[src/lsmu_pkg.sv]
// constants and carrier types of the upper line status monitor
// assumes one 200 MHz clock and a byte-wide register port
package lsmu_pkg;

  // -------------------------------------------------------------
  // register map
  // -------------------------------------------------------------
  localparam logic [7:0] LIVE_LINE_STATUS_0_ADDR = 8'h17;
  localparam logic [7:0] REMOTE_LOOP_STAT_ADDR   = 8'h18;
  localparam logic [7:0] IRQ_STATUS_ADDR         = 8'h19;
  localparam logic [7:0] IRQ_MASK_ADDR           = 8'h14;
  localparam logic [7:0] EDGE_SELECT_ADDR        = 8'h16;
  localparam logic [7:0] LINE_CTRL_ADDR          = 8'h1b;

  // field layout: four indicators sit in bits 6..3
  localparam int FLD_LO      = 3;
  localparam int FLD_HI      = 6;
  localparam int REMOTE_BIT  = 5;
  localparam int CTRL_AUTO   = 0;
  localparam int CTRL_E1     = 1;

  // reset values
  localparam logic [3:0] MASK_RST = 4'hf;
  localparam logic [3:0] ES_RST   = 4'h0;
  localparam logic [1:0] CTRL_RST = 2'h0;

  // -------------------------------------------------------------
  // timing
  // -------------------------------------------------------------
  localparam int  CLK_MHZ      = 200;
  localparam int  QUAL_OFF_MS  = 40;
  localparam real QUAL_ON_S    = 5.1;
  localparam int  QUAL_OFF_CYC = QUAL_OFF_MS * CLK_MHZ * 1000;
  localparam int  QUAL_ON_CYC  = int'(QUAL_ON_S * CLK_MHZ * 1.0e6);
  localparam int  QUAL_W       = 31;
  localparam logic [6:0] TXC_LOSS_CYC = 7'h46; // 70 cycles
  localparam int  TXC_W        = 7;

  // live indicators, msb first as in the status register
  typedef struct packed {
    logic act;
    logic deact;
    logic sync;
    logic txc_loss;
  } lsmu_live_t;

endpackage

[src/lsmu_top.sv]
// upper live line status monitor with interrupt events
// assumes all inputs synchronous to CLOCK; detectors are outside
`timescale 1ns/10ps

// Contract
// - activate bit set after qualified detection
// - activate bit zero without activate code
// - qualification 40 ms, or 5.1 s
// - activate rise enters remote loopback
// - deactivate bit qualified, cleared when absent
// - deactivate rise leaves remote loopback
// - activate event per mask and edge
// - deactivate event per mask and edge
// - sync bit tracks E1 or T1 lock
// - sync event per mask and edge
// - loss bit after 70 idle cycles
// - loss event per mask and edge
// - events latch, read clears status
module lsmu_top #(
  parameter int QUAL_OFF = lsmu_pkg::QUAL_OFF_CYC,
  parameter int QUAL_ON  = lsmu_pkg::QUAL_ON_CYC
) (
  // clock and reset
  input  wire logic       CLOCK,
  input  wire logic       ARST_N,
  // register port
  input  wire logic [7:0] ADDR,
  input  wire logic [7:0] WDATA,
  input  wire logic       WR,
  input  wire logic       RD,
  output logic      [7:0] RDATA,
  // detector levels and transmit clock
  input  wire logic       ACT_CODE_OK,
  input  wire logic       DEACT_CODE_OK,
  input  wire logic       PRBS_LOCK,
  input  wire logic       QRSS_LOCK,
  input  wire logic       TRANSMIT_CLOCK_INPUT,
  // results
  output logic            REMOTE_LOOP,
  output logic            IRQ
);

  // -------------------------------------------------------------
  // helpers
  // -------------------------------------------------------------
  function automatic logic edge_evt(input logic cur,
                                    input logic prev,
                                    input logic es,
                                    input logic msk);
    edge_evt = ~msk & ((cur & ~prev) | (es & ~cur & prev));
  endfunction

  function automatic logic hit(input logic [7:0] a,
                               input logic [7:0] r);
    hit = (a == r);
  endfunction

  // -------------------------------------------------------------
  // state
  // -------------------------------------------------------------
  lsmu_pkg::lsmu_live_t        live_ff;
  lsmu_pkg::lsmu_live_t        live_d_ff;
  lsmu_pkg::lsmu_live_t        nxt_live;
  logic [lsmu_pkg::QUAL_W-1:0] act_cnt_ff;
  logic [lsmu_pkg::QUAL_W-1:0] deact_cnt_ff;
  logic [lsmu_pkg::QUAL_W-1:0] qual_lim;
  logic [lsmu_pkg::TXC_W-1:0]  txc_cnt_ff;
  logic                        txc_q_ff;
  logic [3:0]                  mask_ff;
  logic [3:0]                  es_ff;
  logic [3:0]                  ists_ff;
  logic [3:0]                  nxt_ists;
  logic [3:0]                  evt;
  logic [3:0]                  clr;
  logic [1:0]                  ctrl_ff;
  logic                        remote_ff;
  logic [7:0]                  rdata_ff;
  logic                        irq_ff;
  logic                        act_done;
  logic                        deact_done;
  logic                        act_rise;
  logic                        deact_rise;

  assign RDATA       = rdata_ff;
  assign REMOTE_LOOP = remote_ff;
  assign IRQ         = irq_ff;

  // -------------------------------------------------------------
  // loopback code qualification
  // -------------------------------------------------------------
  // window by switch mode
  assign qual_lim = ctrl_ff[lsmu_pkg::CTRL_AUTO] ?
                    lsmu_pkg::QUAL_W'(QUAL_ON) :
                    lsmu_pkg::QUAL_W'(QUAL_OFF);

  // counters saturate one past the limit, so "more than t" holds
  assign act_done   = act_cnt_ff > qual_lim;
  assign deact_done = deact_cnt_ff > qual_lim;

  always_ff @(posedge CLOCK or negedge ARST_N) begin
    if (!ARST_N) begin
      act_cnt_ff <= '0;
    end else if (!ACT_CODE_OK) begin
      act_cnt_ff <= '0;
    end else if (!act_done) begin
      act_cnt_ff <= act_cnt_ff + 1'b1;
    end
  end

  always_ff @(posedge CLOCK or negedge ARST_N) begin
    if (!ARST_N) begin
      deact_cnt_ff <= '0;
    end else if (!DEACT_CODE_OK) begin
      deact_cnt_ff <= '0;
    end else if (!deact_done) begin
      deact_cnt_ff <= deact_cnt_ff + 1'b1;
    end
  end

  // -------------------------------------------------------------
  // transmit clock watchdog
  // -------------------------------------------------------------
  // idle cycle count, saturates
  always_ff @(posedge CLOCK or negedge ARST_N) begin
    if (!ARST_N) begin
      txc_q_ff   <= 1'b0;
      txc_cnt_ff <= '0;
    end else begin
      txc_q_ff <= TRANSMIT_CLOCK_INPUT;
      if (txc_q_ff != TRANSMIT_CLOCK_INPUT) begin
        txc_cnt_ff <= '0;
      end else if (txc_cnt_ff <= lsmu_pkg::TXC_LOSS_CYC) begin
        txc_cnt_ff <= txc_cnt_ff + 1'b1;
      end
    end
  end

  // -------------------------------------------------------------
  // live indicators
  // -------------------------------------------------------------
  always_comb begin
    nxt_live.act       = ACT_CODE_OK & act_done;
    nxt_live.deact     = DEACT_CODE_OK & deact_done;
    nxt_live.sync      = ctrl_ff[lsmu_pkg::CTRL_E1] ?
                         PRBS_LOCK : QRSS_LOCK;
    nxt_live.txc_loss  = txc_cnt_ff > lsmu_pkg::TXC_LOSS_CYC;
  end

  // previous copy feeds the edge detectors
  always_ff @(posedge CLOCK or negedge ARST_N) begin
    if (!ARST_N) begin
      live_ff   <= '0;
      live_d_ff <= '0;
    end else begin
      live_ff   <= nxt_live;
      live_d_ff <= live_ff;
    end
  end

  // -------------------------------------------------------------
  // remote loopback switching
  // -------------------------------------------------------------
  assign act_rise   = live_ff.act & ~live_d_ff.act;
  assign deact_rise = live_ff.deact & ~live_d_ff.deact;

  // auto switch; leaving wins a tie, the safer state
  always_ff @(posedge CLOCK or negedge ARST_N) begin
    if (!ARST_N) begin
      remote_ff <= 1'b0;
    end else if (ctrl_ff[lsmu_pkg::CTRL_AUTO]) begin
      if (deact_rise) begin
        remote_ff <= 1'b0;
      end else if (act_rise) begin
        remote_ff <= 1'b1;
      end
    end
  end

  // -------------------------------------------------------------
  // interrupt events
  // -------------------------------------------------------------
  // one edge detector per indicator
  generate
    for (genvar i = 0; i < 4; i++) begin : g_evt
      assign evt[i] = edge_evt(live_ff[i], live_d_ff[i],
                               es_ff[i], mask_ff[i]);
    end
  endgenerate

  // read or write-one clears; a new event wins
  assign clr = (RD & hit(ADDR, lsmu_pkg::IRQ_STATUS_ADDR)) ? 4'hf :
               (WR & hit(ADDR, lsmu_pkg::IRQ_STATUS_ADDR)) ?
               WDATA[lsmu_pkg::FLD_HI:lsmu_pkg::FLD_LO] : 4'h0;
  assign nxt_ists = (ists_ff & ~clr) | evt;

  always_ff @(posedge CLOCK or negedge ARST_N) begin
    if (!ARST_N) begin
      ists_ff <= '0;
      irq_ff  <= 1'b0;
    end else begin
      ists_ff <= nxt_ists;
      irq_ff  <= |(nxt_ists & ~mask_ff);
    end
  end

  // -------------------------------------------------------------
  // register writes
  // -------------------------------------------------------------
  always_ff @(posedge CLOCK or negedge ARST_N) begin
    if (!ARST_N) begin
      mask_ff <= lsmu_pkg::MASK_RST;
      es_ff   <= lsmu_pkg::ES_RST;
      ctrl_ff <= lsmu_pkg::CTRL_RST;
    end else if (WR) begin
      if (hit(ADDR, lsmu_pkg::IRQ_MASK_ADDR)) begin
        mask_ff <= WDATA[lsmu_pkg::FLD_HI:lsmu_pkg::FLD_LO];
      end
      if (hit(ADDR, lsmu_pkg::EDGE_SELECT_ADDR)) begin
        es_ff <= WDATA[lsmu_pkg::FLD_HI:lsmu_pkg::FLD_LO];
      end
      if (hit(ADDR, lsmu_pkg::LINE_CTRL_ADDR)) begin
        ctrl_ff <= WDATA[lsmu_pkg::CTRL_E1:lsmu_pkg::CTRL_AUTO];
      end
    end
  end

  // -------------------------------------------------------------
  // register reads
  // -------------------------------------------------------------
  // live read only samples; reserved bits read zero, except bit 7 of the mask register, which reads one
  always_ff @(posedge CLOCK or negedge ARST_N) begin
    if (!ARST_N) begin
      rdata_ff <= '0;
    end else begin
      rdata_ff <= '0;
      if (RD) begin
        unique case (ADDR)
          lsmu_pkg::LIVE_LINE_STATUS_0_ADDR: begin
            rdata_ff <= {1'b0, live_ff, 3'h0};
          end
          lsmu_pkg::REMOTE_LOOP_STAT_ADDR: begin
            rdata_ff[lsmu_pkg::REMOTE_BIT] <= remote_ff;
          end
          lsmu_pkg::IRQ_STATUS_ADDR: begin
            rdata_ff <= {1'b0, ists_ff, 3'h0};
          end
          lsmu_pkg::IRQ_MASK_ADDR: begin
            rdata_ff <= {1'b1, mask_ff, 3'h0};
          end
          lsmu_pkg::EDGE_SELECT_ADDR: begin
            rdata_ff <= {1'b0, es_ff, 3'h0};
          end
          lsmu_pkg::LINE_CTRL_ADDR: begin
            rdata_ff <= {6'h00, ctrl_ff};
          end
          default: begin
            rdata_ff <= '0;
          end
        endcase
      end
    end
  end
endmodule
[config.mk]
export PLATFORM = sky130hd
export DESIGN_NAME = lsmu_top
export DESIGN_NICKNAME = d
export VERILOG_FILES = /design/src/lsmu_pkg.sv /design/src/lsmu_top.sv
export SDC_FILE = /design/constraint.sdc
export NUM_CORES = 1
export LEC_CHECK = 0
export BUFFER_PORTS_ARGS = -buffer_cell sky130_fd_sc_hd__clkbuf_2
export CORE_MARGIN = 1.5
export CORE_UTILIZATION = 45
export DETAILED_ROUTE_END_ITERATION = 10
export GPL_TIMING_DRIVEN = 0
export HOLD_SLACK_MARGIN = 0.1
export MAX_ROUTING_LAYER = met4
export SYNTH_ARGS = -nofsm -noshare
export SYNTH_HDL_FRONTEND = slang
export SYNTH_SLANG_ARGS = --single-unit
[constraint.sdc]
create_clock -name CLOCK -period 4.97 [get_ports CLOCK]
set_input_delay 0.497 -clock CLOCK [delete_from_list [all_inputs] [get_ports CLOCK]]
set_output_delay 0.497 -clock CLOCK [all_outputs]
set_load 0.05 [all_outputs]
Word-level counts from Yosys, hierarchy flattened
Cells that the tools add are included.
{"block": "totals", "regBits": 102, "input_bits": 25, "output_inout_bits": 10, "elab_cells": 99}
{"block": "op_classes", "addsub": 3, "n_lt_le_gt_ge": 4, "eq_ne": 9, "mux": 16, "bitwise_logic": 41, "n_reduce_logical": 7}
{"cell": "31-bit two-way mux", "n": 4}
{"cell": "31-bit by 1-bit adder with 31-bit output (second input constant)", "n": 2}
{"cell": "31-bit by 30-bit > comparator with 1-bit output", "n": 2}
{"cell": "8-bit by 5-bit == test with 1-bit output (second input constant)", "n": 6}
{"cell": "30-bit two-way mux", "n": 1}
{"cell": "5-bit one-hot mux with 5 select lines", "n": 1}
{"cell": "1-bit AND", "n": 20}
{"cell": "7-bit two-way mux", "n": 2}
{"cell": "1-bit NOT", "n": 12}
{"cell": "4-bit AND", "n": 2}
{"cell": "4-bit two-way mux", "n": 2}
{"cell": "8-bit two-way mux", "n": 1}
{"cell": "4-bit NOT", "n": 2}
{"cell": "2-bit one-hot mux with 4 select lines", "n": 1}
{"cell": "2-bit AND reduction", "n": 4}
{"cell": "7-bit by 1-bit adder with 7-bit output (second input constant)", "n": 1}
{"cell": "7-bit > comparator (second input constant)", "n": 1}
{"cell": "7-bit less-or-equal comparator (second input constant)", "n": 1}
{"cell": "1-bit one-hot mux with 5 select lines", "n": 1}
{"cell": "2-bit != test (second input constant)", "n": 2}
{"cell": "1-bit bitwise OR", "n": 4}
{"cell": "4-bit bitwise OR", "n": 1}
{"cell": "2-bit nonzero test", "n": 2}
{"cell": "4-bit OR reduction", "n": 1}
{"cell": "other kinds (2)", "n": 4}

Logic depth before layout (Yosys ltp)
Gate-level depths: netlist (run 1).
{"block": "logic_depth", "depth_word": 9, "ltp_mapped": 10, "mapped_depth_nobuf": 8}

Least setup slack after synthesis (run 1)
OpenSTA, ideal clock, no wires.
{"block": "synth_path", "path_kind": "register -> register", "startpoint": "reg ctrl_ff[0]", "endpoint": "reg act_cnt_ff[23] in the netlist's numbering", "setup_time_ns": 0.078, "t_arrival_ns": 2.881, "t_required_ns": 4.892, "slack_ns": 2.011, "path_stages_with_launch": 10, "n_path_buf": 1, "period_less_slack_ns": 2.959, "cell_sequence": "dfrtp_1 -> inv_1 -> ha_1 -> or4b_1 -> nor4_2 -> and4_1 -> a31oi_2 -> buf_6 -> or4_1 -> a21oi_1"}
{"block": "synth_between", "elab_chain_cells": 3}
{"item": "start: declaration", "line": "lsmu_top.sv:75", "text": "logic [1:0] ctrl_ff;"}
{"item": "start signal: assignment", "line": "lsmu_top.sv:213", "text": "ctrl_ff <= lsmu_pkg::CTRL_RST;"}
{"item": "start signal: assignment", "line": "lsmu_top.sv:222", "text": "ctrl_ff <= WDATA[lsmu_pkg::CTRL_E1:lsmu_pkg::CTRL_AUTO];"}
{"item": "30-bit two-way mux", "line": "lsmu_top.sv:92", "text": "assign qual_lim = ctrl_ff[lsmu_pkg::CTRL_AUTO] ?"}
{"item": "31-bit by 30-bit > comparator with 1-bit output", "line": "lsmu_top.sv:97", "text": "assign act_done = act_cnt_ff > qual_lim;"}
{"item": "2-bit != test (no source line)"}
{"item": "end signal: assignment", "line": "lsmu_top.sv:106", "text": "act_cnt_ff <= act_cnt_ff + 1'b1;"}
{"item": "end: declaration", "line": "lsmu_top.sv:64", "text": "logic [lsmu_pkg::QUAL_W-1:0] act_cnt_ff;"}
No other way between the ends.
A chain may end at the register's enable or synchronous reset.

Worst setup path in the final report (run 1)
{"block": "layout_path", "startpoint": "reg ctrl_ff[0]", "endpoint": "reg deact_cnt_ff[1] in the netlist's numbering"}
{"block": "layout_between", "elab_chain_cells": 3}
{"item": "30-bit two-way mux", "line": "lsmu_top.sv:92"}
{"item": "31-bit by 30-bit > comparator with 1-bit output", "line": "lsmu_top.sv:98", "text": "assign deact_done = deact_cnt_ff > qual_lim;"}
{"item": "2-bit != test (no source line)"}
{"item": "end signal: assignment", "line": "lsmu_top.sv:116", "text": "deact_cnt_ff <= deact_cnt_ff + 1'b1;"}
{"item": "end: declaration", "line": "lsmu_top.sv:65", "text": "logic [lsmu_pkg::QUAL_W-1:0] deact_cnt_ff;"}
No other way between the ends.

==> impl_metrics.env, run 1 <==
export IMPL_netlist_area_leader_share_pct=41.9
export IMPL_syn_area_per_cell_um2=9.29
export IMPL_maxSlewViolCount=0
export IMPL_multiInputGateArea_mm2=0.00306
export IMPL_synth_cells=624
export IMPL_fillers=1193
export IMPL_finalCriticalPeriod_ns=4.10
export IMPL_critPathBufInv=3
export IMPL_critPathMaxStageDelay_ns=0.73
export IMPL_synth_compound_area_share_pct=16.6
export IMPL_post_drt_via_cell_ratio=5.88
export IMPL_worst_slack_ns=0.868
export IMPL_cts_tree="built"
export IMPL_hold_viol=0
export IMPL_gp_congestion=0.818
export IMPL_wl_per_cell_um=16.3
export IMPL_final_setup_tns_ns=0
export IMPL_ys_flop_type="dfrtp_1"
export IMPL_num_rows=41
export IMPL_drtIter0Drc=318
export IMPL_hp_class="input port to asynchronous set/reset pin"
export IMPL_worstPathMaxFanout=20
export IMPL_io_pins=35
export IMPL_yosys_warnings=0
export IMPL_numCtsBuffers=9
export IMPL_critPathArrivalTime_ns=4.33
export IMPL_synth_area_leaders="dfrtp_1 (42%), ha_1 (6.9%), a21oi_1 (6.2%)"
export IMPL_final_util_pct=51.6
export IMPL_setup_viol=0
export IMPL_end_kind="register"
export IMPL_die_y_um=116
export IMPL_hold_slack_ns=0.187
export IMPL_stdcell_area_mm2=0.00648
export IMPL_synth_mux_area_share_pct=3.52
export IMPL_fin_cells=844
export IMPL_netlist_area_mm2=0.00580
export IMPL_power_mw=1.67
export IMPL_postCtsSetupBuffers=0
export IMPL_crit_chain="inv_1 -> ha_1 -> nand4b_1 -> nor4_1 -> o21ai_1 -> a32oi_1 -> clkbuf_1 -> buf_2 -> mux2i_1 -> nor2_1"
export IMPL_cts_path_max_buffers=2
export IMPL_path_class="register to register"
export IMPL_syn_to_final_growth_pct=11.8
export IMPL_outcome="finished clean"
export IMPL_start_util_pct=46.1
export IMPL_ys_ff_latch=101
export IMPL_p_leak_nw=2.65
export IMPL_start_kind="register"
export IMPL_io_buffers=31
export IMPL_cp_top_family="buffers and inverters"
export IMPL_synth_top_family_by_area="simple AND/OR/NAND/NOR gates"
export IMPL_clk_latency_ns=0.36
export IMPL_grtUsageTotal_pct=22.7
export IMPL_core_mm2=0.0126
export IMPL_synth_xor_area_share_pct=1.36
export IMPL_synthSimpleGateAreaFrac_pct=24.4
export IMPL_required_ns=5.20
export IMPL_n_antenna_cell=0
export IMPL_syn_num_nets=681
export IMPL_max_freq_mhz=244
export IMPL_htree_levels=3
export IMPL_wirelength_mm=13.7
export IMPL_grt_pass1_wl_mm=23.4
export IMPL_synth_enable_flop_cells=0
export IMPL_synth_largest_area_cell="dfrtp_1"
export IMPL_dp_cells=828
export IMPL_seqCellArea_mm2=0.00253
export IMPL_cts_resized=0
export IMPL_p_per_area_mw_per_mm2=257
export IMPL_drv_cap=0
export IMPL_rsz0062_at_grt="no"
export IMPL_grt_pass1_vias=4873
export IMPL_post_place_ws_ns=0.960
export IMPL_period_share_pct=82.5
export IMPL_ant_nets=0
export IMPL_synth_cell_types=56
export IMPL_die_x_um=116
export IMPL_synth_fa_ha_area_share_pct=6.91
export IMPL_cts_hold_buffers=0
export IMPL_synth_common_cells="dfrtp_1 (97), a21oi_1 (72), nand2_1 (45), o21ai_0 (44), ha_1 (32)"
export IMPL_first_pass_iters=8
export IMPL_skew_ns=0.00795
export IMPL_placed_cell_area_mm2=0.00620
export IMPL_drc=0
export IMPL_dpl_hpwl_mm=9.66
export IMPL_vias=4962
export IMPL_clock_sinks=101
export IMPL_drive_gt1_share_pct=10.9
export IMPL_nNetsFinal=724
export IMPL_ir_worst_vdd_mv=0.223
export IMPL_crit_path_top_delay_cell="dfrtp_1"
export IMPL_clkTransAtPathRegs_ns=0.07
export IMPL_grt_max_degree=57
export IMPL_overflow=0
export IMPL_tightest_slew_ns=0.926
export IMPL_synth_most_common_cell="dfrtp_1"
export IMPL_max_slew_margin_pct=37.5
export IMPL_synth_async_reset_ratio_pct=100
export IMPL_antenna_found_initial=0
export IMPL_ys_seq_area_share_pct=43.7
export IMPL_root_buffer="clkbuf_16"
export IMPL_die_area_mm2=0.0136
per-layer routing:
metal	routed length [um]	global-route usage (%)	vias up
met5	0	-	-
met3	540	4.51	17
met4	185	6.91	0
met1	6520	29.1	2435
met2	6470	36.4	92
li1	-	-	2418
layout make-up:
type                    instances  area share, %
plain buffers                  22           1.53
clock inverters                 7          0.908
flip-flops and latches        101           39.1
multi-input cells             474           47.3
clock buffers                   9           3.48
repair buffers                 32           2.86
well taps                     172           3.32
inverters                      27           1.56
registers in the layout, summed over array words and instances (netlist names):
name          count
txc_cnt_ff        7
RDATA             7
act_cnt_ff       31
live_ff           4
deact_cnt_ff     31
ctrl_ff           2
live_d_ff         4
ists_ff           4
REMOTE_LOOP       1
es_ff             4
IRQ               1
mask_ff           4
txc_q_ff          1
placed cells by master, fill, tap and decap left out, drive strengths merged, types with 5 or more instances in the layout:
| master | synthesis | layout |
|---|---|---|
| a21oi | 72 | 72 |
| and2 | 8 | 8 |
| and3 | 9 | 9 |
| and4 | 5 | 5 |
| buf | 6 | 7 |
| clkbuf | 16 | 56 |
| dfrtp | 97 | 97 |
| ha | 32 | 32 |
| inv | 27 | 30 |
| mux2 | 11 | 11 |
| mux2i | 8 | 8 |
| nand2 | 45 | 45 |
| nand2b | 5 | 5 |
| nand3 | 27 | 27 |
| nand4 | 26 | 26 |
| nor2 | 29 | 29 |
| nor2b | 9 | 9 |
| nor3 | 12 | 12 |
| nor4 | 9 | 9 |
| o21ai | 45 | 45 |
| o31ai | 18 | 18 |
| or3 | 30 | 30 |
| or4 | 18 | 18 |
| xnor2 | 5 | 5 |
power breakdown:
part,switching (mW),internal [mW]
clock network,0.347,0.348
logic,0.0736,0.0416
registers,0.0173,0.838
worst reg2reg max path, delay by kind of cell (launching register included):
kind | cells | cell delay, ns
AOI/OAI and AO/OA | 2 | 0.64
adders and majority gates | 1 | 0.49
buffers and inverters | 3 | 1.23
DFF | 1 | 0.73
muxes | 1 | 0.21
and+or+nand+nor | 3 | 0.67
final timing paths:
kind | startpoint | end | slack (ns) | cells past startpoint
min reg2reg | live_ff[2] | live_d_ff[2] | 0.43 | 0
max in group asynchronous | ARST_N | mask_ff[3] | 4.05 | 2
max reg2reg | ctrl_ff[0] | deact_cnt_ff[1] | 0.87 | 10
min | ARST_N | ctrl_ff[0] | 0.19 | 1
max | ctrl_ff[0] | deact_cnt_ff[1] | 0.87 | 10
min in group CLOCK | TRANSMIT_CLOCK_INPUT | txc_q_ff | 0.27 | 1
kinds of logic (layout without fill, tap and decap cells):
logic type                 after synthesis  after routing
and+or+nand+nor                        249            249
AOI/OAI and AO/OA                      164            164
DFF                                    101            101
buffers and inverters                   49             97
adders and majority gates               32             32
muxes                                   19             19
xor gates and xnor gates                 9              9
other                                    1              1
(Power assumes the default switching activity.)
==> run 2: changes to the inputs <==
==> constraint.sdc (replaced) <==
create_clock -name CLOCK -period 3.69 [get_ports CLOCK]
set_input_delay 0.369 -clock CLOCK [delete_from_list [all_inputs] [get_ports CLOCK]]
set_output_delay 0.369 -clock CLOCK [all_outputs]
set_load 0.05 [all_outputs]
==> run 2 against run 1 <==
Fmax rose by 20%. Combinational power rose by 38%. Critical endpoint is now act_cnt_ff[1]. Flip-flop and latch count is the same. Highest routed layer unchanged. Register-to-register slack worse by 0.61 ns.
==> impl_metrics.env, run 2 (same netlist as run 1, synthesis figures left out) <==
export IMPL_outcome="finished clean"
export IMPL_critPathMaxStageDelay_ns=0.62
export IMPL_root_buffer="clkbuf_16"
export IMPL_crit_chain="clkinvlp_4 -> ha_1 -> or4b_1 -> nor4_2 -> o21ai_0 -> a31oi_2 -> buf_2 -> buf_2 -> mux2i_1 -> nor2_1"
export IMPL_nNetsFinal=728
export IMPL_ir_worst_vdd_mv=0.299
export IMPL_p_leak_nw=2.67
export IMPL_skew_ns=0.00716
export IMPL_tightest_slew_ns=0.935
export IMPL_hp_class="input port to register"
export IMPL_rsz0062_at_grt="no"
export IMPL_n_antenna_cell=0
export IMPL_max_slew_margin_pct=36.9
export IMPL_clkTransAtPathRegs_ns=0.07
export IMPL_wl_met1_mm=6.57
export IMPL_post_drt_via_cell_ratio=5.90
export IMPL_syn_to_final_growth_pct=12.7
export IMPL_gp_congestion=0.818
export IMPL_top_regs="act_cnt_ff x31, deact_cnt_ff x31"
export IMPL_mostFrequentLayoutCells="dfrtp_1 (96), a21oi_1 (72), nand2_1 (45), o21ai_0 (44), ha_1 (32)"
export IMPL_overflow=0
export IMPL_cts_tree="built"
export IMPL_io_buffers=31
export IMPL_drtIter0Drc=328
export IMPL_dr_max_layer_used="met4"
export IMPL_drv_cap=0
export IMPL_crit_path_top_delay_cell="dfrtp_2"
export IMPL_worstPathMaxFanout=12
export IMPL_wl_per_cell_um=16.2
export IMPL_hold_viol=0
export IMPL_path_class="register to register"
export IMPL_core_mm2=0.0126
export IMPL_numCtsBuffers=9
export IMPL_power_internal_mw=1.66
export IMPL_drc=0
export IMPL_dpl_hpwl_mm=9.66
export IMPL_power_mw=2.25
export IMPL_p_per_area_mw_per_mm2=344
export IMPL_grt_pass1_wl_mm=23.6
export IMPL_clk_latency_ns=0.36
export IMPL_start_kind="register"
export IMPL_start_util_pct=46.1
export IMPL_dr_wl_met2_mm=6.52
export IMPL_final_common_cell="dfrtp_1"
export IMPL_io_pins=35
export IMPL_power_frac_comb_pct=7.1
export IMPL_ant_nets=0
export IMPL_grt_pass1_vias=4891
export IMPL_crit_top_cell="buf_2"
export IMPL_antenna_found_initial=0
export IMPL_grt_max_degree=57
export IMPL_required_ns=3.92
export IMPL_met3_length_um=504
export IMPL_htree_levels=3
export IMPL_maxSlewViolCount=0
export IMPL_placed_cell_area_mm2=0.00620
export IMPL_p_seq_share_pct=51.3
export IMPL_critPathBufInv=3
export IMPL_die_area_mm2=0.0136
export IMPL_netSwitchingFraction_pct=26.3
export IMPL_setup_viol=0
export IMPL_switching_power_mw=0.590
export IMPL_end_kind="register"
export IMPL_max_freq_mhz=292
export IMPL_num_rows=41
export IMPL_die_y_um=116
export IMPL_first_pass_iters=5
export IMPL_vias=5004
export IMPL_p_clk_share_pct=41.6
export IMPL_clock_sinks=101
export IMPL_finalCriticalPeriod_ns=3.43
export IMPL_cp_top_family="simple AND/OR/NAND/NOR gates"
export IMPL_drive_gt1_share_pct=12.0
export IMPL_die_x_um=116
export IMPL_final_setup_tns_ns=0
export IMPL_critPathArrivalTime_ns=3.66
export IMPL_stdcell_area_mm2=0.00653
export IMPL_wirelength_mm=13.8
export IMPL_grtUsageTotal_pct=22.8
export IMPL_period_share_pct=92.9
export IMPL_cts_path_max_buffers=2
run 2: stage by stage:
stage | hold WS [ns] | setup WS (ns) | cells | utilization, %
final | 0.149 | 0.261 | 848 | 52.0
after global routing | 0.146 | 0.0253 | 848 | 52.0
after CTS | 0.140 | 0.0475 | 846 | 51.8
after detailed placement | 0.417 | -0.320 | 828 | 49.3
after global placement | 0.414 | -0.349 | 827 | 49.1
after floorplan | 0.0734 | 0.731 | 624 | -
run 2: timing repair:
action / CTS / global route
setup endpoints to repair: 45 / 18
resized for setup: 5 / 2
hold buffers: 1 / 0
gates cloned: 1 / 0
endpoints found under the hold margin: 15 / 0
buffers inserted: 0 / 2
run 2: path summary, 6_finish.rpt:
kind | from | endpoint | slack, ns | cells after the start
worst max-delay path | ctrl_ff[0] | act_cnt_ff[1] | 0.26 | 10
worst min-delay path | TRANSMIT_CLOCK_INPUT | txc_q_ff | 0.15 | 1
worst max register to register | ctrl_ff[0] | act_cnt_ff[1] | 0.26 | 10
worst min register to register | live_ff[2] | live_d_ff[2] | 0.44 | 0
max in group asynchronous | ARST_N | mask_ff[3] | 2.35 | 3
min in group asynchronous | ARST_N | ctrl_ff[0] | 0.61 | 2
run 2: metal layers:
metal | vias up | track usage (%)
li1 | 2425 | -
met1 | 2470 | 29.4
met2 | 92 | 36.5
met3 | 17 | 4.51
met4 | 0 | 6.91
met5 | - | -
run 2: area by class of cell:
type / count / area (um^2)
buffer: 22 / 100
clock buffer: 9 / 225
clock inverter: 7 / 58.8
fill: 1186 / 6040
inverter: 27 / 105
multi-input combinational: 474 / 3080
sequential: 101 / 2530
tap: 172 / 215
timing repair buffer: 35 / 210
timing repair inverter: 1 / 7.51
run 2: power groups by stage:
stage	clock network (mW)	registers (mW)	logic, mW
after floorplan	0	1.17	0.0859
after global placement	0	1.17	0.149
after detailed placement	0	1.17	0.155
after CTS	0.961	1.15	0.160
after global routing	1.01	1.16	0.184
final	0.935	1.15	0.159
